File: src/core/qeo_defs.svh
// register offsets, field positions, reset values and timing counts of the encoder output stage
`ifndef QEO_DEFS_SVH
`define QEO_DEFS_SVH

// ********************************************************************
// register map (byte addresses on the apb bus)
// ********************************************************************
`define QEO_ADDR_W          12
`define QEO_CTRL_OFS        12'h000
`define QEO_STATUS_OFS      12'h004
`define QEO_IRQ_STAT_OFS    12'h008
`define QEO_IRQ_MASK_OFS    12'h00C

// ********************************************************************
// field positions
// ********************************************************************
`define QEO_CTRL_REV_BIT    0
`define QEO_ST_COMP_BIT     0
`define QEO_ST_DIAG_BIT     1
`define QEO_ST_REL_BIT      2
`define QEO_ST_RUN_BIT      3
`define QEO_ST_A_BIT        4
`define QEO_ST_B_BIT        5
`define QEO_ST_IDX_BIT      6
`define QEO_ST_POS_LSB      8
`define QEO_IRQ_INDEX_BIT   0
`define QEO_IRQ_INVALID_BIT 1
`define QEO_IRQ_MOVE_BIT    2
`define QEO_IRQ_ENABLE_BIT  3
`define QEO_IRQ_W           4

// ********************************************************************
// reset values
// ********************************************************************
`define QEO_CTRL_RST        1'b0
`define QEO_IRQ_MASK_RST    4'h0
`define QEO_IRQ_STAT_RST    4'h0

// ********************************************************************
// timing: offset compensation budget at a 200 mhz clock
// ********************************************************************
`define QEO_COMP_TIME_MS    50
`define QEO_CLK_MHZ         200
`define QEO_COMP_CYCLES     (`QEO_COMP_TIME_MS * 1000 * `QEO_CLK_MHZ)
`define QEO_COMP_CNT_W      24

`endif

File: src/core/qeo_pkg.sv
// types shared by the encoder output stage modules
`include "qeo_defs.svh"

package qeo_pkg;

    // power-up sequencing of the incremental outputs
    typedef enum logic [1:0] {
        QEO_STRAP,
        QEO_WAIT,
        QEO_RUN
    } qeo_pwr_e;

    // state of the top level
    typedef struct packed {
        qeo_pwr_e                    pwr;
        logic                        diag_mode;
        logic                        release_seen;
        logic [`QEO_COMP_CNT_W-1:0]  comp_cnt;
        logic                        quad_a;
        logic                        quad_b;
        logic                        index_out;
        logic                        rev;
        logic [`QEO_IRQ_W-1:0]       irq_stat;
        logic [`QEO_IRQ_W-1:0]       irq_mask;
        logic                        irq;
        logic                        prev_invalid;
        logic                        prev_move;
        logic                        pready;
        logic                        pslverr;
        logic [31:0]                 prdata;
    } qeo_top_s;

    // state of the hysteresis tracker
    typedef struct packed {
        logic [7:0] pos;
    } qeo_hyst_s;

    // state of the field indicators
    typedef struct packed {
        logic up_on;
        logic down_on;
    } qeo_diag_s;

endpackage : qeo_pkg

File: src/core/qeo_encoder.sv
// quadrature encoder output stage with power-up diagnostic state and apb register access
//
// What this block does
// - with the release input low, quadrature and index start once offset compensation ends, within 50 ms.
// - release high at power-up holds both quadrature channels and the index high together.
// - in normal operation the index is never high unless both channels are low.
// - pulling release low leaves the all-high state and outputs stay enabled if it rises again.
// - the up indicator turns on while the field magnitude rises.
// - the down indicator turns on while the field magnitude falls.
// - both indicators turn on together when the field is too strong or too weak.
// - both indicators stay off while the field is in range and steady.
// - each indicator is open drain, releasing when off and pulling low when on.
// - the two indicators wired together read high only for a steady in-range field.
// - the 8-bit angle gives 64 quadrature cycles and 256 channel edges per turn.
// - exactly one index pulse appears per revolution.
// - with the reverse bit clear, channel a leads b for clockwise motion and b leads a for counter-clockwise motion.
// - the index pulse lasts one angle step.
// - after a reversal nothing changes until the angle moves back past a half-step band.
`timescale 1ns/1ps
`default_nettype none
`include "qeo_defs.svh"

module qeo_encoder
    import qeo_pkg::*;
#(
    parameter int unsigned COMP_CYCLES = `QEO_COMP_CYCLES
)
(
    input  wire logic                   pclk,
    input  wire logic                   presetn,
    input  wire logic                   ce,
    input  wire logic                   psel,
    input  wire logic                   penable,
    input  wire logic                   pwrite,
    input  wire logic [`QEO_ADDR_W-1:0] paddr,
    input  wire logic [31:0]            pwdata,
    output logic                        pready,
    output logic      [31:0]            prdata,
    output logic                        pslverr,
    input  wire logic [8:0]             fine_angle,
    input  wire logic                   field_rising_flag,
    input  wire logic                   field_falling_flag,
    input  wire logic                   field_too_strong,
    input  wire logic                   field_too_weak,
    input  wire logic                   output_release_n,
    output logic                        quad_a,
    output logic                        quad_b,
    output logic                        index_out,
    output logic                        field_up_indicator,
    output logic                        field_up_indicator_oe,
    output logic                        field_down_indicator,
    output logic                        field_down_indicator_oe,
    output logic                        irq
);

    // ********************************************************************
    // declarations
    // ********************************************************************
    localparam logic [`QEO_COMP_CNT_W-1:0] COMP_LAST = COMP_CYCLES[`QEO_COMP_CNT_W-1:0];

    // whole top-level state
    qeo_top_s              st;
    qeo_top_s              next_st;

    logic [7:0]            pos;
    logic [8:0]            fine_eff;
    logic                  snap;
    logic                  comp_done;
    logic                  invalid;
    logic                  moving;
    logic                  access;
    logic                  commit;
    logic                  mapped;

    logic [`QEO_IRQ_W-1:0] irq_event;
    logic [`QEO_IRQ_W-1:0] irq_clear;
    logic [31:0]           status_word;

    // ********************************************************************
    // angle tracking and field indicators
    // ********************************************************************
    // direction reverse negates the angle, so the leading channel swaps with it
    assign fine_eff = st.rev ? 9'(~fine_angle + 9'h001) : fine_angle;

    // while not running the tracker follows the angle directly, so no burst of
    // catch-up steps appears when the outputs come alive
    assign snap = (st.pwr != QEO_RUN);

    // one step per edge at most while running; snaps straight to the angle otherwise
    qeo_hyst u_hyst (
        .pclk       (pclk),
        .presetn    (presetn),
        .ce         (ce),
        .snap       (snap),
        .fine_angle (fine_eff),
        .pos        (pos)
    );

    // data pins tied low
    qeo_field_diag u_diag (
        .pclk               (pclk),
        .presetn            (presetn),
        .ce                 (ce),
        .field_rising_flag  (field_rising_flag),
        .field_falling_flag (field_falling_flag),
        .field_too_strong   (field_too_strong),
        .field_too_weak     (field_too_weak),
        .up_o               (field_up_indicator),
        .up_oe              (field_up_indicator_oe),
        .down_o             (field_down_indicator),
        .down_oe            (field_down_indicator_oe)
    );

    // ********************************************************************
    // helper terms
    // ********************************************************************
    // counter holds at its end
    assign comp_done = (st.comp_cnt == COMP_LAST);
    assign invalid   = field_too_strong | field_too_weak;
    assign moving    = (field_rising_flag ^ field_falling_flag) & ~invalid;
    // commit: completing edge only
    assign access    = psel & penable;
    assign commit    = access & st.pready;
    assign mapped    = (paddr == `QEO_CTRL_OFS) || (paddr == `QEO_STATUS_OFS) ||
                       (paddr == `QEO_IRQ_STAT_OFS) || (paddr == `QEO_IRQ_MASK_OFS);

    // status word shows the live sequencing and output state
    always_comb begin
        status_word                       = 32'h0000_0000;
        status_word[`QEO_ST_COMP_BIT]     = comp_done;
        status_word[`QEO_ST_DIAG_BIT]     = st.diag_mode;
        status_word[`QEO_ST_REL_BIT]      = st.release_seen;
        status_word[`QEO_ST_RUN_BIT]      = (st.pwr == QEO_RUN);
        status_word[`QEO_ST_A_BIT]        = st.quad_a;
        status_word[`QEO_ST_B_BIT]        = st.quad_b;
        status_word[`QEO_ST_IDX_BIT]      = st.index_out;
        status_word[`QEO_ST_POS_LSB +: 8] = pos;
    end

    // ********************************************************************
    // next state
    // ********************************************************************
    always_comb begin
        next_st   = st;
        irq_event = '0;
        irq_clear = '0;

        // power-up sequencing: the strap is caught on the first enabled edge
        // after reset release, never by the asynchronous reset itself
        case (st.pwr)
            QEO_STRAP: begin
                next_st.diag_mode = output_release_n;
                next_st.pwr       = QEO_WAIT;
            end
            QEO_WAIT: begin
                // never wraps
                if (!comp_done) begin
                    next_st.comp_cnt = st.comp_cnt + 1'b1;
                end
                // tied-low strap: released
                if (!output_release_n || !st.diag_mode) begin
                    next_st.release_seen = 1'b1;
                end
                // both needed to go live
                if (comp_done && st.release_seen) begin
                    next_st.pwr = QEO_RUN;
                    irq_event[`QEO_IRQ_ENABLE_BIT] = 1'b1;
                end
            end
            QEO_RUN: begin
                // select ignored from here
                next_st.pwr = QEO_RUN;
            end
            default: begin
                // illegal code: restart
                next_st.pwr = QEO_STRAP;
            end
        endcase

        // incremental outputs: a = p1^p0, b = p1 walks 00,10,11,01 as the angle rises
        if (st.pwr == QEO_RUN) begin
            next_st.quad_a    = pos[1] ^ pos[0];
            next_st.quad_b    = pos[1];
            next_st.index_out = (pos == 8'h00);
        end else if (st.pwr == QEO_WAIT && st.diag_mode && !st.release_seen) begin
            // all high until released
            next_st.quad_a    = 1'b1;
            next_st.quad_b    = 1'b1;
            next_st.index_out = 1'b1;
        end else begin
            // low while compensating
            next_st.quad_a    = 1'b0;
            next_st.quad_b    = 1'b0;
            next_st.index_out = 1'b0;
        end

        // events for the interrupt status
        // detectors start at idle level
        next_st.prev_invalid = invalid;
        next_st.prev_move    = moving;
        irq_event[`QEO_IRQ_INDEX_BIT]   = next_st.index_out & ~st.index_out &
                                          (st.pwr == QEO_RUN);
        irq_event[`QEO_IRQ_INVALID_BIT] = invalid & ~st.prev_invalid;
        irq_event[`QEO_IRQ_MOVE_BIT]    = moving & ~st.prev_move;

        // apb: one wait state, pready rises in the second access cycle and the
        // write lands on the edge that samples it high
        next_st.pready  = 1'b0;
        next_st.pslverr = 1'b0;
        next_st.prdata  = 32'h0000_0000;
        if (access && !st.pready) begin
            next_st.pready  = 1'b1;
            next_st.pslverr = ~mapped;
            if (!pwrite) begin
                case (paddr)
                    `QEO_CTRL_OFS:     next_st.prdata = {31'h0000_0000, st.rev};
                    `QEO_STATUS_OFS:   next_st.prdata = status_word;
                    `QEO_IRQ_STAT_OFS: next_st.prdata = {28'h000_0000, st.irq_stat};
                    `QEO_IRQ_MASK_OFS: next_st.prdata = {28'h000_0000, st.irq_mask};
                    default:           next_st.prdata = 32'h0000_0000;
                endcase
            end
        end

        // writes land on completing edge
        if (commit && pwrite) begin
            case (paddr)
                `QEO_CTRL_OFS:     next_st.rev      = pwdata[`QEO_CTRL_REV_BIT];
                `QEO_IRQ_STAT_OFS: irq_clear        = pwdata[`QEO_IRQ_W-1:0];
                `QEO_IRQ_MASK_OFS: next_st.irq_mask = pwdata[`QEO_IRQ_W-1:0];
                default:           irq_clear        = '0;
            endcase
        end

        // write-one-to-clear, a new event in the same cycle wins over the clear
        next_st.irq_stat = (st.irq_stat & ~irq_clear) | irq_event;
        next_st.irq      = |(next_st.irq_stat & next_st.irq_mask);
    end

    // ********************************************************************
    // state register
    // ********************************************************************
    // ce low freezes everything, the bus included; a master must not start
    // a transfer it expects answered while ce is held low
    always_ff @(posedge pclk or negedge presetn) begin
        if (!presetn) begin
            st          <= '0;
            st.pwr      <= QEO_STRAP;
            st.rev      <= `QEO_CTRL_RST;
            st.irq_mask <= `QEO_IRQ_MASK_RST;
            st.irq_stat <= `QEO_IRQ_STAT_RST;
        end else if (ce) begin
            st <= next_st;
        end
    end

    // outputs straight from flops
    assign quad_a    = st.quad_a;
    assign quad_b    = st.quad_b;
    assign index_out = st.index_out;
    assign pready    = st.pready;
    assign prdata    = st.prdata;
    assign pslverr   = st.pslverr;
    assign irq       = st.irq;

    // ********************************************************************
    // checks
    // ********************************************************************
    comp_gate_a: assert property (@(posedge pclk) disable iff (!presetn)
        (st.pwr == QEO_RUN) |-> (st.comp_cnt == COMP_LAST))
        else $error("outputs enabled before offset compensation ended");

    diag_hold_a: assert property (@(posedge pclk) disable iff (!presetn)
        (ce && st.pwr == QEO_WAIT && st.diag_mode && !st.release_seen)
        |=> (quad_a && quad_b && index_out))
        else $error("diagnostic state does not hold all outputs high");

    idx_excl_a: assert property (@(posedge pclk) disable iff (!presetn)
        (index_out && $past(st.pwr == QEO_RUN)) |-> (!quad_a && !quad_b))
        else $error("index high with a quadrature channel high");

    release_sticky_a: assert property (@(posedge pclk) disable iff (!presetn)
        (st.pwr == QEO_RUN) |=> (st.pwr == QEO_RUN))
        else $error("outputs left the enabled state");

    release_go_a: assert property (@(posedge pclk) disable iff (!presetn)
        (ce && st.pwr == QEO_WAIT && comp_done && st.release_seen) |=> (st.pwr == QEO_RUN))
        else $error("release seen but outputs not enabled");

    gray_step_a: assert property (@(posedge pclk) disable iff (!presetn)
        (st.pwr == QEO_RUN && $past(st.pwr == QEO_RUN, 2))
        |-> ($countones({quad_a, quad_b} ^ {$past(quad_a), $past(quad_b)}) <= 1))
        else $error("both quadrature channels toggled at once");

    // rising angle: 00, 10, 11, 01
    a_leads_a: assert property (@(posedge pclk) disable iff (!presetn)
        (ce && st.pwr == QEO_RUN && $past(st.pwr == QEO_RUN) && pos == $past(pos) + 8'h01)
        |=> ({quad_a, quad_b} == {~$past(quad_b), $past(quad_a)}))
        else $error("quadrature phase wrong for rising angle");

    // falling angle: same walk backwards
    b_leads_a: assert property (@(posedge pclk) disable iff (!presetn)
        (ce && st.pwr == QEO_RUN && $past(st.pwr == QEO_RUN) && pos == $past(pos) - 8'h01)
        |=> ({quad_a, quad_b} == {$past(quad_b), ~$past(quad_a)}))
        else $error("quadrature phase wrong for falling angle");

    idx_pos_a: assert property (@(posedge pclk) disable iff (!presetn)
        (ce && st.pwr == QEO_RUN) |=> (index_out == ($past(pos) == 8'h00)))
        else $error("index does not match angle zero");

    irq_level_a: assert property (@(posedge pclk) disable iff (!presetn)
        irq == |(st.irq_stat & st.irq_mask))
        else $error("interrupt output disagrees with masked status");

    strap_cap_a: assert property (@(posedge pclk) disable iff (!presetn)
        (ce && st.pwr == QEO_STRAP) |=> (st.diag_mode == $past(output_release_n)))
        else $error("strap not caught");

    enable_evt_a: assert property (@(posedge pclk) disable iff (!presetn)
        (ce && st.pwr == QEO_WAIT && comp_done && st.release_seen)
        |=> st.irq_stat[`QEO_IRQ_ENABLE_BIT])
        else $error("enable event lost");

    // bus timing
    apb_wait_a: assert property (@(posedge pclk) disable iff (!presetn)
        (ce && psel && penable && !pready) |=> pready)
        else $error("no ready after one wait state");

    ready_pulse_a: assert property (@(posedge pclk) disable iff (!presetn)
        (ce && pready) |=> !pready)
        else $error("ready stood too long");

    bad_addr_a: assert property (@(posedge pclk) disable iff (!presetn)
        (ce && psel && penable && !pready && !mapped)
        |=> (pready && pslverr && prdata == 32'h0000_0000))
        else $error("unmapped address not refused");

endmodule : qeo_encoder

`default_nettype wire

File: src/core/qeo_hyst.sv
// angle tracker with half-step hysteresis that moves the 8-bit position one step at a time, or straight to the angle while snap is high
`timescale 1ns/1ps
`default_nettype none

module qeo_hyst
    import qeo_pkg::*;
(
    input  wire logic       pclk,
    input  wire logic       presetn,
    input  wire logic       ce,
    input  wire logic       snap,
    input  wire logic [8:0] fine_angle,
    output logic      [7:0] pos
);

    qeo_hyst_s   st;
    qeo_hyst_s   next_st;
    logic [8:0]  diff;

    // ********************************************************************
    // next position
    // ********************************************************************
    // fine angle has half an lsb per count, so one count is the hysteresis band
    always_comb begin
        next_st = st;
        diff    = fine_angle - {st.pos, 1'b0};
        if (snap) begin
            next_st.pos = fine_angle[8:1];
        end else if ($signed(diff) >= 9'sh002) begin
            next_st.pos = st.pos + 8'h01;
        end else if ($signed(diff) <= -9'sh002) begin
            next_st.pos = st.pos - 8'h01;
        end
    end

    // state register, frozen while ce is low
    always_ff @(posedge pclk or negedge presetn) begin
        if (!presetn) begin
            st <= '0;
        end else if (ce) begin
            st <= next_st;
        end
    end

    assign pos = st.pos;

    hyst_hold_a: assert property (@(posedge pclk) disable iff (!presetn)
        (ce && !snap && ($signed(diff) < 9'sh002) && ($signed(diff) > -9'sh002)) |=> $stable(pos))
        else $error("position moved inside the hysteresis band");

    one_step_a: assert property (@(posedge pclk) disable iff (!presetn)
        (ce && !snap) |=> ((pos - $past(pos)) inside {8'h00, 8'h01, 8'hFF}))
        else $error("position moved more than one step");

endmodule : qeo_hyst

`default_nettype wire

File: src/core/qeo_field_diag.sv
// field strength indicators driven as open-drain pins
`timescale 1ns/1ps
`default_nettype none

module qeo_field_diag
    import qeo_pkg::*;
(
    input  wire logic pclk,
    input  wire logic presetn,
    input  wire logic ce,
    input  wire logic field_rising_flag,
    input  wire logic field_falling_flag,
    input  wire logic field_too_strong,
    input  wire logic field_too_weak,
    output logic      up_o,
    output logic      up_oe,
    output logic      down_o,
    output logic      down_oe
);

    qeo_diag_s st;
    qeo_diag_s next_st;
    logic      invalid;

    // ********************************************************************
    // indicator decode
    // ********************************************************************
    // rising and falling together with a valid field cancel out, as no clear motion
    always_comb begin
        next_st = '0;
        invalid = field_too_strong | field_too_weak;
        if (invalid) begin
            next_st.up_on   = 1'b1;
            next_st.down_on = 1'b1;
        end else begin
            next_st.up_on   = field_rising_flag & ~field_falling_flag;
            next_st.down_on = field_falling_flag & ~field_rising_flag;
        end
    end

    always_ff @(posedge pclk or negedge presetn) begin
        if (!presetn) begin
            st <= '0;
        end else if (ce) begin
            st <= next_st;
        end
    end

    // on pulls low, off releases the line to the pull-up
    assign up_o    = 1'b0;
    assign down_o  = 1'b0;
    assign up_oe   = st.up_on;
    assign down_oe = st.down_on;

    inv_both_a: assert property (@(posedge pclk) disable iff (!presetn)
        (ce && invalid) |=> (up_oe && down_oe))
        else $error("invalid field did not turn both indicators on");

    rise_up_a: assert property (@(posedge pclk) disable iff (!presetn)
        (ce && !invalid && field_rising_flag && !field_falling_flag) |=> (up_oe && !down_oe))
        else $error("rising field not shown on the up indicator");

    fall_down_a: assert property (@(posedge pclk) disable iff (!presetn)
        (ce && !invalid && field_falling_flag && !field_rising_flag) |=> (down_oe && !up_oe))
        else $error("falling field not shown on the down indicator");

    shared_line_a: assert property (@(posedge pclk) disable iff (!presetn)
        ce |=> ((up_oe || down_oe) == $past(invalid || field_rising_flag ^ field_falling_flag)))
        else $error("shared indicator line does not match field state");

    quiet_off_a: assert property (@(posedge pclk) disable iff (!presetn)
        (ce && !invalid && !field_rising_flag && !field_falling_flag) |=> !(up_oe || down_oe))
        else $error("indicator on with a steady in-range field");

endmodule : qeo_field_diag

`default_nettype wire

File: config.mk
export PLATFORM = sky130hd
export DESIGN_NAME = qeo_encoder
export DESIGN_NICKNAME = d
export VERILOG_FILES = /design/src/core/qeo_pkg.sv /design/src/core/qeo_encoder.sv /design/src/core/qeo_hyst.sv /design/src/core/qeo_field_diag.sv
export VERILOG_INCLUDE_DIRS = /design/src /design/src/core
export SDC_FILE = /design/constraint.sdc
export NUM_CORES = 1
export LEC_CHECK = 0
export ABC_CLOCK_PERIOD_IN_PS = 4160
export BUFFER_PORTS_ARGS = -buffer_cell sky130_fd_sc_hd__buf_4
export CELL_PAD_IN_SITES_DETAIL_PLACEMENT = 1
export CELL_PAD_IN_SITES_GLOBAL_PLACEMENT = 2
export CORE_ASPECT_RATIO = 1.2
export CORE_UTILIZATION = 31
export CTS_BUF_LIST = sky130_fd_sc_hd__clkbuf_2
export DETAILED_ROUTE_END_ITERATION = 12
export PLACE_DENSITY_LB_ADDON = 0.08
export SLEW_MARGIN = 20
export SYNTH_ARGS = -nofsm -noshare
export SYNTH_HDL_FRONTEND = slang
export SYNTH_HIERARCHICAL = 1
export SYNTH_SLANG_ARGS = --single-unit
File: constraint.sdc
create_clock -name pclk -period 4.16 [get_ports pclk]
set_input_delay 0.832 -clock pclk [delete_from_list [all_inputs] [get_ports pclk]]
set_output_delay 0.832 -clock pclk [all_outputs]
set_load 0.01 [all_outputs]
==> results by group, run 1 <==
Detailed routing
  • DRC: 0
  • Antenna Nets Post-Route: 0
  • DR iter-0 viols: 155
  • 1st-pass router iterations: 4
  • Vias per std cell: 4.969
  • Drt wl/cell: 16.61 µm
  • Final wirelength: 12240 µm
  • Via count: 3662

Critical path
  • Reg2reg path depth: 22
  • Crit Path Max Fanout: 4
  • Critical R2R Launch: st[45]$_DFFE_PN0P_
  • Critical path class: in -> reg
  • Critical Path RT: 4.59 ns
  • Startpoint types: primary input
  • Critical path endpoint category: flip-flop
  • Crit. Startpoint: fine_angle[2]
  • WP data arrival: 4.67 ns

Timing
  • Slew Viols, Final: 0
  • Post-route clock period utilization: 101.7%
  • Least-Margin Pin Slew: 0.9301 ns
  • Setup repair after global routing missed its margin: yes
  • Final TNS setup: -0.1062 ns
  • Fmax: 0.2363 GHz
  • Max_slew headroom: 38.00%
  • Setup-failing EPs final: 2
  • Endpoints failing hold: 0
  • PnR worst setup slack: -0.07177 ns
  • Fin Clk Skew: 0.02748 ns
  • Tmin final: 4.232 ns

Synth
  • Largest cells by area after synthesis: dfrtp_1, ha_1, buf_4
  • Synth Area in Simple Gates: 16.81%
  • Sequential area share after synthesis: 38.39%
  • Primary FF master, synth: dfrtp_1
  • Syn_area_per_cell: 10.14 µm²
  • Post-Synth Adder-Cell Area: 6.471%
  • Post-synth top area share: 38.39%
  • Area share of xor/xnor cells in the synthesized design: 7.869%
  • Post-synthesis register bit count: 70
  • Largest family of logic cells by synthesized area: simple AND/OR/NAND/NOR gates
  • Yosys cell types: 68
  • Async set-reset flop share out of synthesis: 100.0%
  • Post-synthesis mux area share: 4.360%
  • Synthesized area: 4563 µm²
  • Synth warn: 6
  • Gate Count Post-Synth: 450
  • EDFF count, synth: 0
  • Cell taking the most area after synthesis: dfrtp_1
  • Compound-cell area share of the yosys netlist: 16.53%

Power and ir drop
  • Worst VDD drop: 0.2849 mV
  • Reg power frac: 26.5%
  • Total power draw: 3.293 mW
  • Clock share of power: 9.5%
  • Pwr per Cell Area: 564.8 nW/µm²
  • Logic pwr share: 64.0%
  • Leak: 2.680 nW
  • Switching share of power: 41.63%
  • NetSw: 1.371 mW
  • P_int: 1.922 mW

Floorplanning
  • Placement row count: 48
  • Initial Utilization: 31.79%
  • Die Wd: 112.8 µm
  • Die area: 15210 µm²
  • Die Ht: 134.9 µm
  • I/O pin count: 106
  • Core area: 14350 µm²

Finish
  • Layout cell share with drive strength beyond 1: 38.68%
  • Filler cell count: 1637
  • Commonest non-fill, non-tap cell in the layout: buf_4
  • Commonest cells after routing, fill and taps aside: buf_4, dfrtp_1, nor2_1
  • Finished Core Util: 40.62%
  • NumNets Final: 644
  • P&R area growth vs syn: 27.78%

Global route
  • Global route overflow: 0
  • Gr usage total: 16.71%
  • First-pass GRT wire length: 19920 µm
  • Initial antenna violation count: 1
  • Vias in the first global route: 3934
  • Largest net degree at the start of global routing: 71

Placed design
  • IO Port Bufs: 58
  • DP HPWL: 9229 µm
  • Gpl congestion: 0.7709

Outcome
  • Failing checks: negative setup slack
  • Run status: finished, violations left

Flow run
  • Max-cap violations: 0

CTS
  • Root Buffer: clkbuf_2
  • Skew-Pair Late Insertion Delay: 0.49 ns
  • Hold_buf cts: 0
  • H-Tree Depth: 3
  • CTS tree: built
  • CTS buffer count: 9
  • CTS clk-pin slew, worst paths: 0.18 ns
  • Maximum clock insertion buffer count: 2
  • # clock sinks: 70

Hold path
  • Min-Delay Path Class: in -> async
[worst paths after layout]
kind	slack [ns]	endpoint
hold reg to reg	0.49	st[72]$_DFFE_PN0P_
hold / removal	0.46	prdata[5]$_DFFE_PN0P_
setup / recovery	-0.07	u_hyst/pos[6]$_DFFE_PN0P_
min in group pclk	0.49	st[72]$_DFFE_PN0P_
setup reg to reg	0.08	u_hyst/pos[6]$_DFFE_PN0P_
max in group asynchronous	3.04	st[45]$_DFFE_PN0P_
[critical path: stages]
cell and delay (ns):
buf_6 0.09, or3_4 0.42, nand2_4 0.10, xnor2_4 0.14, ha_4 0.24, o21a_1 0.18, o31a_4 0.13, or4_4 0.50
a2111oi_4 0.35, a2111oi_4 0.10, inv_2 0.11, buf_6 0.11, ha_4 0.20, buf_6 0.11, nor2b_4 0.12, o21ai_2 0.13
nand2b_1 0.08, a21o_1 0.18, a21oi_2 0.15, xnor2_1 0.15, mux2i_1 0.10, o21ai_1 0.13
[per-stage QoR]
| step | worst slack (ns) | cells | hold slack, ns | instance area [µm²] |
|---|---|---|---|---|
| floorplan | -0.5625 | 467 | 0.4451 | 4726 |
| global placement | -0.7059 | 712 | 0.4614 | 5473 |
| detailed placement | -0.7842 | 712 | 0.4661 | 5473 |
| CTS | -0.03146 | 732 | 0.4343 | 5723 |
| global route | -0.1493 | 737 | 0.4729 | 5831 |
| finish | -0.07177 | 737 | 0.4581 | 5831 |
[cells in the mapped netlist (7+ instances only)]
library cell	n
a211oi_1	7
a21oi_1	14
a22o_2	11
buf_4	34
dfrtp_1	70
ha_1	22
inv_1	27
mux2_2	13
nand2_1	26
nand2b_1	7
nand3_1	15
nor2_1	28
o21ai_0	13
xnor2_1	29
xor2_1	12
[sequential cells by signal, summed over array words and instances, names as in the netlist]
signal / cells
quad_a: 1
u_diag/up_oe: 1
quad_b: 1
pslverr: 1
st: 39
irq: 1
u_diag/down_oe: 1
u_hyst/pos: 8
prdata: 15
index_out: 1
pready: 1
[per-layer routing]
layer  wire length [µm]  track usage, %  vias up
met1               5479           20.54     1828
met3                203           2.065       11
met2               6366           29.97       43
met4                191           5.852        0
met5                  0               0        -
li1                   -               -     1780
[cell families after synthesis]
logic type | Yosys count
flip-flops | 70
AND/OR/NAND/NOR | 132
adder cells (fa/ha/maj) | 23
AO/OA/AOI/OAI | 94
buffers and inverters | 71
XOR/XNOR | 41
multiplexers | 17
other | 2
[power by group through the flow]
stage	Clock, mW	Sequential (mW)	Combinational, mW
finish	0.312	0.873	2.11
global route	0.352	0.891	2.32
CTS	0.333	0.876	2.02
detailed placement	0	0.889	1.88
global placement	0	0.884	1.83
floorplan	0	0.869	1.15
[layout make-up]
cell class	count	area [µm²]	share of cell area, %
timing repair buffer	123	938.4	16.09
inverter	27	101.3	1.738
clock buffer	12	60.06	1.030
sequential	70	1753	30.06
antenna	1	2.502	0.04292
clock inverter	3	12.51	0.2146
tap	175	219.0	3.755
multi-input combinational	326	2744	47.06
[what timing repair did]
item | in CTS | in global routing
pin swaps | 18 | 10
buffers inserted | 5 | 4
endpoints found under the hold margin | 0 | 0
resized for setup | 23 | 10
setup endpoints to repair | 3 | 5
No activity file was read; power rests on OpenSTA's default activity.
==> run 2: changes to the inputs <==
--- a/config.mk
+++ b/config.mk
@@ -10,7 +10,6 @@
 export BUFFER_PORTS_ARGS = -buffer_cell sky130_fd_sc_hd__buf_4
 export CELL_PAD_IN_SITES_DETAIL_PLACEMENT = 1
 export CELL_PAD_IN_SITES_GLOBAL_PLACEMENT = 2
-export CORE_ASPECT_RATIO = 1.2
 export CORE_UTILIZATION = 31
 export CTS_BUF_LIST = sky130_fd_sc_hd__clkbuf_2
 export DETAILED_ROUTE_END_ITERATION = 12
==> run 2 against run 1 <==
Compared with the run above: the run still ends with negative setup slack left; via count rose by 2.5%; worst setup slack got worse by 0.14 ns; total power rose by 0.72%; sequential share of layout area fell by 1.0 points; global-route usage rose by 1.0 points; die area barely moved.
==> results by group, run 2 (synthesis gave the netlist of run 1 again) <==
Power and ir drop
  • Worst VDD drop: 0.2507 mV
  • Clock share of power: 9.6%
  • NetSw: 1.371 mW
  • Total power draw: 3.317 mW
  • P_int: 1.946 mW
  • Reg power frac: 26.3%
  • Leak: 2.801 nW
  • Pwr per Cell Area: 549.6 nW/µm²
  • Switching share of power: 41.34%
  • Logic pwr share: 64.0%

Timing
  • Max_slew headroom: 38.54%
  • Least-Margin Pin Slew: 0.9219 ns
  • PnR worst setup slack: -0.2088 ns
  • Tmin final: 4.369 ns
  • Setup repair after global routing missed its margin: yes
  • Fin Clk Skew: 0.02467 ns
  • Post-route clock period utilization: 105.0%
  • Fmax: 0.2289 GHz
  • Endpoints failing hold: 0
  • Hold Slack: 0.4313 ns
  • Slew Viols, Final: 0
  • Setup-failing EPs final: 3

CTS
  • Skew-Pair Late Insertion Delay: 0.50 ns
  • CTS tree: built
  • Hold_buf cts: 0
  • Maximum clock insertion buffer count: 2
  • # clock sinks: 70
  • CTS buffer count: 9
  • H-Tree Depth: 3
  • CTS clk-pin slew, worst paths: 0.18 ns
  • Root Buffer: clkbuf_2

Critical path
  • WP data arrival: 4.76 ns
  • Worst reg2reg setup slack: 0.07 ns
  • Worst stage delay on the critical path: 0.42 ns
  • Critical R2R Launch: st[45]$_DFFE_PN0P_
  • Critical path class: in -> reg
  • Crit Path Max Fanout: 3
  • Critical path's most frequent cell: buf_4
  • Critical Path RT: 4.55 ns
  • Critical path endpoint category: flip-flop
  • Critical path's slowest cell: or3_4
  • Reg2reg path depth: 19
  • Startpoint types: primary input
  • R2r endpoint: u_hyst/pos[7]$_DFFE_PN0P_

Finish
  • Finished Core Util: 42.81%
  • Design area: 6035 µm²
  • P&R area growth vs syn: 32.25%
  • NumNets Final: 668
  • Largest register FFs: 39
  • Top reg by flops: st
  • Commonest cells after routing, fill and taps aside: buf_4, dfrtp_1, nor2_1
  • Filler cell count: 1611
  • Commonest non-fill, non-tap cell in the layout: buf_4
  • Layout cell share with drive strength beyond 1: 40.96%

Detailed routing
  • Via count: 3754
  • Antenna Nets Post-Route: 0
  • Final wirelength: 12590 µm
  • DR iter-0 viols: 124
  • Vias per std cell: 4.894
  • 1st-pass router iterations: 4
  • Drt wl/cell: 16.41 µm
  • DRC: 0

Flow run
  • Max-cap violations: 0

Global route
  • Initial antenna violation count: 0
  • First-pass GRT wire length: 20730 µm
  • Gr usage total: 17.74%
  • Global route overflow: 0
  • Largest net degree at the start of global routing: 71
  • Vias in the first global route: 4035

Hold path
  • Min-Delay Path Class: in -> async

Placed design
  • Place WS: -0.8227 ns
  • Gpl congestion: 0.7920
  • Placed Area: 5479 µm²
  • IO Port Bufs: 58
  • DP HPWL: 9086 µm

Floorplanning
  • Initial Utilization: 32.37%
  • I/O pin count: 106
  • Die Ht: 123.3 µm
  • Placement row count: 43
  • Core area: 14100 µm²
  • Die Wd: 123.3 µm
  • Die area: 15210 µm²

Outcome
  • Run status: finished, violations left
  • Failing checks: negative setup slack
run 2: cell count changes in the layout (fill, tap and decap cells not counted), sizes merged:
cell | before | now
buf | 123 | 147
clkbuf | 12 | 10
clkinv | 3 | 5
clkinvlp | 0 | 1
run 2: through the flow:
stage / cells / setup TNS [ns]
6_report: 767 / -0.2863
4_1_cts: 761 / -0.05865
3_5_place_dp: 717 / -3.562
5_1_grt: 766 / -0.6208
2_1_floorplan: 467 / -1.109
3_3_place_gp: 717 / -3.108
run 2: timing repair:
| item | in CTS | in global routing |
|---|---|---|
| setup buffers | 28 | 5 |
| gates resized for setup | 15 | 20 |
| endpoints found under the setup margin | 3 | 6 |
| pin swaps | 16 | 13 |
run 2: power groups by stage:
stage,clock [mW],sequential [mW],combinational (mW)
final,0.319,0.874,2.12
after global routing,0.368,0.891,2.34
after CTS,0.341,0.877,2.02
after detailed placement,0,0.886,1.86
after global placement,0,0.885,1.81
after floorplan,0,0.869,1.15
run 2: routing by layer:
| layer | vias to the layer above | track usage [%] | share of wire, % |
|---|---|---|---|
| li1 | 1845 | - | - |
| met1 | 1851 | 23.24 | 46 |
| met2 | 51 | 30.59 | 51 |
| met3 | 7 | 2.675 | 2.1 |
| met4 | 0 | 4.066 | 0.81 |
| met5 | - | 0 | 0 |
run 2: final cells by class:
cell class / instances / area, µm² / share of cell area, %
diodes: 1 / 2.502 / 0.04147
clock buffers: 10 / 50.05 / 0.8294
clock inverters: 6 / 28.78 / 0.4769
inverters: 27 / 106.4 / 1.762
multi-input cells: 326 / 2743 / 45.45
flip-flops and latches: 70 / 1753 / 29.05
well taps: 180 / 225.2 / 3.732
repair buffers: 147 / 1126 / 18.66
run 2: worst max-delay path, delay by kind of cell:
kind	cells	cell delay, ns
AOI/OAI and AO/OA	2	0.24
xor gates and xnor gates	1	0.09
buffers and inverters	25	3.08
and+or+nand+nor	2	0.53
run 2: worst max path at each step:
stage                                            to  depth (start not counted)     startpoint  slack [ns]
after CTS                 u_hyst/pos[7]$_DFFE_PN0P_                         19  fine_angle[2]       -0.06
final                     u_hyst/pos[2]$_DFFE_PN0P_                         30  fine_angle[2]       -0.21
after floorplan           u_hyst/pos[7]$_DFFE_PN0P_                         18  fine_angle[1]       -0.56
after global routing      u_hyst/pos[2]$_DFFE_PN0P_                         30  fine_angle[2]       -0.20
after global placement    u_hyst/pos[7]$_DFFE_PN0P_                         21  fine_angle[0]       -0.73
after detailed placement  u_hyst/pos[7]$_DFFE_PN0P_                         21  fine_angle[0]       -0.82
==> run 3: changes to the inputs <==
--- a/config.mk
+++ b/config.mk
@@ -13,7 +13,7 @@
 export CORE_UTILIZATION = 31
 export CTS_BUF_LIST = sky130_fd_sc_hd__clkbuf_2
 export DETAILED_ROUTE_END_ITERATION = 12
-export PLACE_DENSITY_LB_ADDON = 0.08
+export PLACE_DENSITY = 0.87
 export SLEW_MARGIN = 20
 export SYNTH_ARGS = -nofsm -noshare
 export SYNTH_HDL_FRONTEND = slang
==> run 3 against run 2 <==
Compared with the run above: the flow still finishes with violations (negative setup slack); combinational power decreased by 2%; total power increased by 2.5%; global-route usage increased by 0.072 points; maximum frequency increased by 1.9%; first-iteration DRC count decreased by 0.81%; final area decreased by 3.8%; clock power increased by 34%; routed wire length increased by 0.48%; core utilization decreased by 1.6 points; critical endpoint is now u_hyst/pos[7]$_DFFE_PN0P_; highest routed layer unchanged.
==> results by group, run 3 (synthesis gave the netlist of run 1 again) <==
Critical path
  • Crit Path Max Fanout: 5
  • Critical Path RT: 4.63 ns
  • Startpoint types: primary input
  • Critical path endpoint category: flip-flop
  • WP data arrival: 4.76 ns
  • Critical path class: in -> reg

Power and ir drop
  • Leak: 2.664 nW
  • Reg power frac: 26.2%
  • Logic pwr share: 61.2%
  • Worst VDD drop: 0.3137 mV
  • Pwr per Cell Area: 585.5 nW/µm²
  • NetSw: 1.421 mW
  • Switching share of power: 41.81%
  • P_int: 1.978 mW
  • Clock share of power: 12.6%

Finish
  • Commonest cells after routing, fill and taps aside: buf_4, dfrtp_1, nand2_1, nor2_1
  • Top reg by flops: st
  • Footprint of the multi-input gates: 2681 µm²
  • Filler cell count: 1618
  • Diode count: 0
  • NumNets Final: 640
  • Layout cell share with drive strength beyond 1: 38.17%
  • Register area: 1753 µm²
  • Finished Core Util: 41.19%
  • Largest register FFs: 39
  • P&R area growth vs syn: 27.23%
  • Post-route insts no fill: 738
  • Commonest non-fill, non-tap cell in the layout: buf_4

Detailed routing
  • Final wirelength: 12650 µm
  • Antenna Nets Post-Route: 0
  • DR iter-0 viols: 123
  • DRC: 0
  • Vias per std cell: 5.110
  • Drt wl/cell: 17.14 µm
  • 1st-pass router iterations: 4
  • Via count: 3771

Floorplanning
  • Placement row count: 43
  • Core area: 14100 µm²
  • Die Ht: 123.3 µm
  • I/O pin count: 106
  • Initial Utilization: 32.37%
  • Die Wd: 123.3 µm
  • Die area: 15210 µm²

Outcome
  • Run status: finished, violations left
  • Failing checks: negative setup slack

CTS
  • H-Tree Depth: 3
  • CTS clk-pin slew, worst paths: 0.23 ns
  • Root Buffer: clkbuf_2
  • CTS tree: built
  • CTS buffer count: 9
  • Skew-Pair Late Insertion Delay: 0.56 ns
  • Maximum clock insertion buffer count: 2
  • # clock sinks: 70

Placed design
  • DP HPWL: 9495 µm
  • Place WS: -0.9253 ns
  • IO Port Bufs: 58
  • Placed Instances: 713
  • Gpl congestion: 0.8412

Timing
  • Setup-failing EPs final: 4
  • Post-route clock period utilization: 103.0%
  • Slew Viols, Final: 0
  • Fin Clk Skew: 0.02120 ns
  • Max_slew headroom: 39.13%
  • Fmax: 0.2333 GHz
  • Least-Margin Pin Slew: 0.9131 ns
  • Tmin final: 4.286 ns
  • Endpoints failing hold: 0
  • Final TNS setup: -0.2362 ns
  • Setup repair after global routing missed its margin: yes
  • Hold Slack: 0.3566 ns
  • PnR worst setup slack: -0.1264 ns

Global route
  • Global route overflow: 0
  • Initial antenna violation count: 0
  • Gr usage total: 17.81%
  • Largest net degree at the start of global routing: 71
  • Vias in the first global route: 4119
  • First-pass GRT wire length: 20760 µm

Flow run
  • Max-cap violations: 0

Hold path
  • Min-Delay Path Class: in -> async
[run 3: changes by cell type in the layout (fill, tap and decap cells not counted), sizes merged]
cell      change
buf          -28
clkinv        -4
inv           +3
bufinv        +1
clkbuf        -1
clkinvlp      +1
diode         -1
[run 3: worst paths after layout]
kind / from / end / slack (ns) / cells after the start
min in group pclk: output_release_n / st[73]$_DFFE_PN0P_ / 0.50 / 4
max in group asynchronous: presetn / st[45]$_DFFE_PN0P_ / 3.16 / 1
worst max register to register: st[45]$_DFFE_PN0P_ / u_hyst/pos[7]$_DFFE_PN0P_ / 0 / 18
worst min register to register: st[72]$_DFFE_PN0P_ / st[72]$_DFFE_PN0P_ / 0.50 / 1
worst min-delay path: presetn / st[57]$_DFFE_PN0P_ / 0.36 / 1
worst max-delay path: fine_angle[2] / u_hyst/pos[7]$_DFFE_PN0P_ / -0.13 / 22
[run 3: routing by layer]
layer	track usage [%]	wire (µm)	vias to the layer above
met5	0	0	-
met2	31.95	6683	70
met3	4.336	393	18
met1	20.84	5350	1898
li1	-	-	1785
met4	5.271	219	0
[run 3: area by class of cell]
type                            count  area share (%)
Multi-Input combinational cell    326           46.19
Inverter                           27           1.746
Timing Repair Buffer              119           15.84
Sequential cell                    70           30.19
Clock inverter                      7           1.379
Tap cell                          180           3.879
Clock buffer                        9          0.7759
[run 3: timing repair]
item | in CTS | in global routing
gates resized for setup | 15 | 16
endpoints found under the setup margin | 4 | 4
hold buffers | 0 | 0
hold endpoints to repair | 0 | 0
pin swaps | 12 | 26
cloned | 0 | 0
buffers inserted | 3 | 6
[run 3: worst max-delay path: stages]
cell and delay [ns]:
buf_6 0.09, or3_4 0.42, nand2_4 0.08, xnor2_2 0.06, ha_1 0.32, o21a_1 0.22, o31a_4 0.13, buf_6 0.13
o211ai_1 0.16, buf_4 0.15, buf_6 0.10, a2111oi_4 0.07, a2111oi_4 0.34, inv_2 0.12, ha_4 0.22, a21o_1 0.16
a21oi_2 0.17, o21ai_2 0.09, o41ai_2 0.35, xor2_1 0.18, a31oi_1 0.10, o221a_2 0.24
[run 3: power by group through the flow]
stage / Clock (mW) / Sequential [mW] / Combinational [mW]
2_1_floorplan: 0 / 0.869 / 1.15
3_3_place_gp: 0 / 0.893 / 1.74
3_5_place_dp: 0 / 0.904 / 1.84
4_1_cts: 0.447 / 0.891 / 1.93
5_1_grt: 0.477 / 0.909 / 2.28
6_report: 0.428 / 0.890 / 2.08
[run 3: stage by stage]
| stage | area [µm²] | total power [mW] |
|---|---|---|
| 2_1_floorplan | 4726 | 2.018 |
| 3_3_place_gp | 5449 | 2.628 |
| 3_5_place_dp | 5449 | 2.741 |
| 4_1_cts | 5692 | 3.267 |
| 5_1_grt | 5806 | 3.666 |
| 6_report | 5806 | 3.399 |
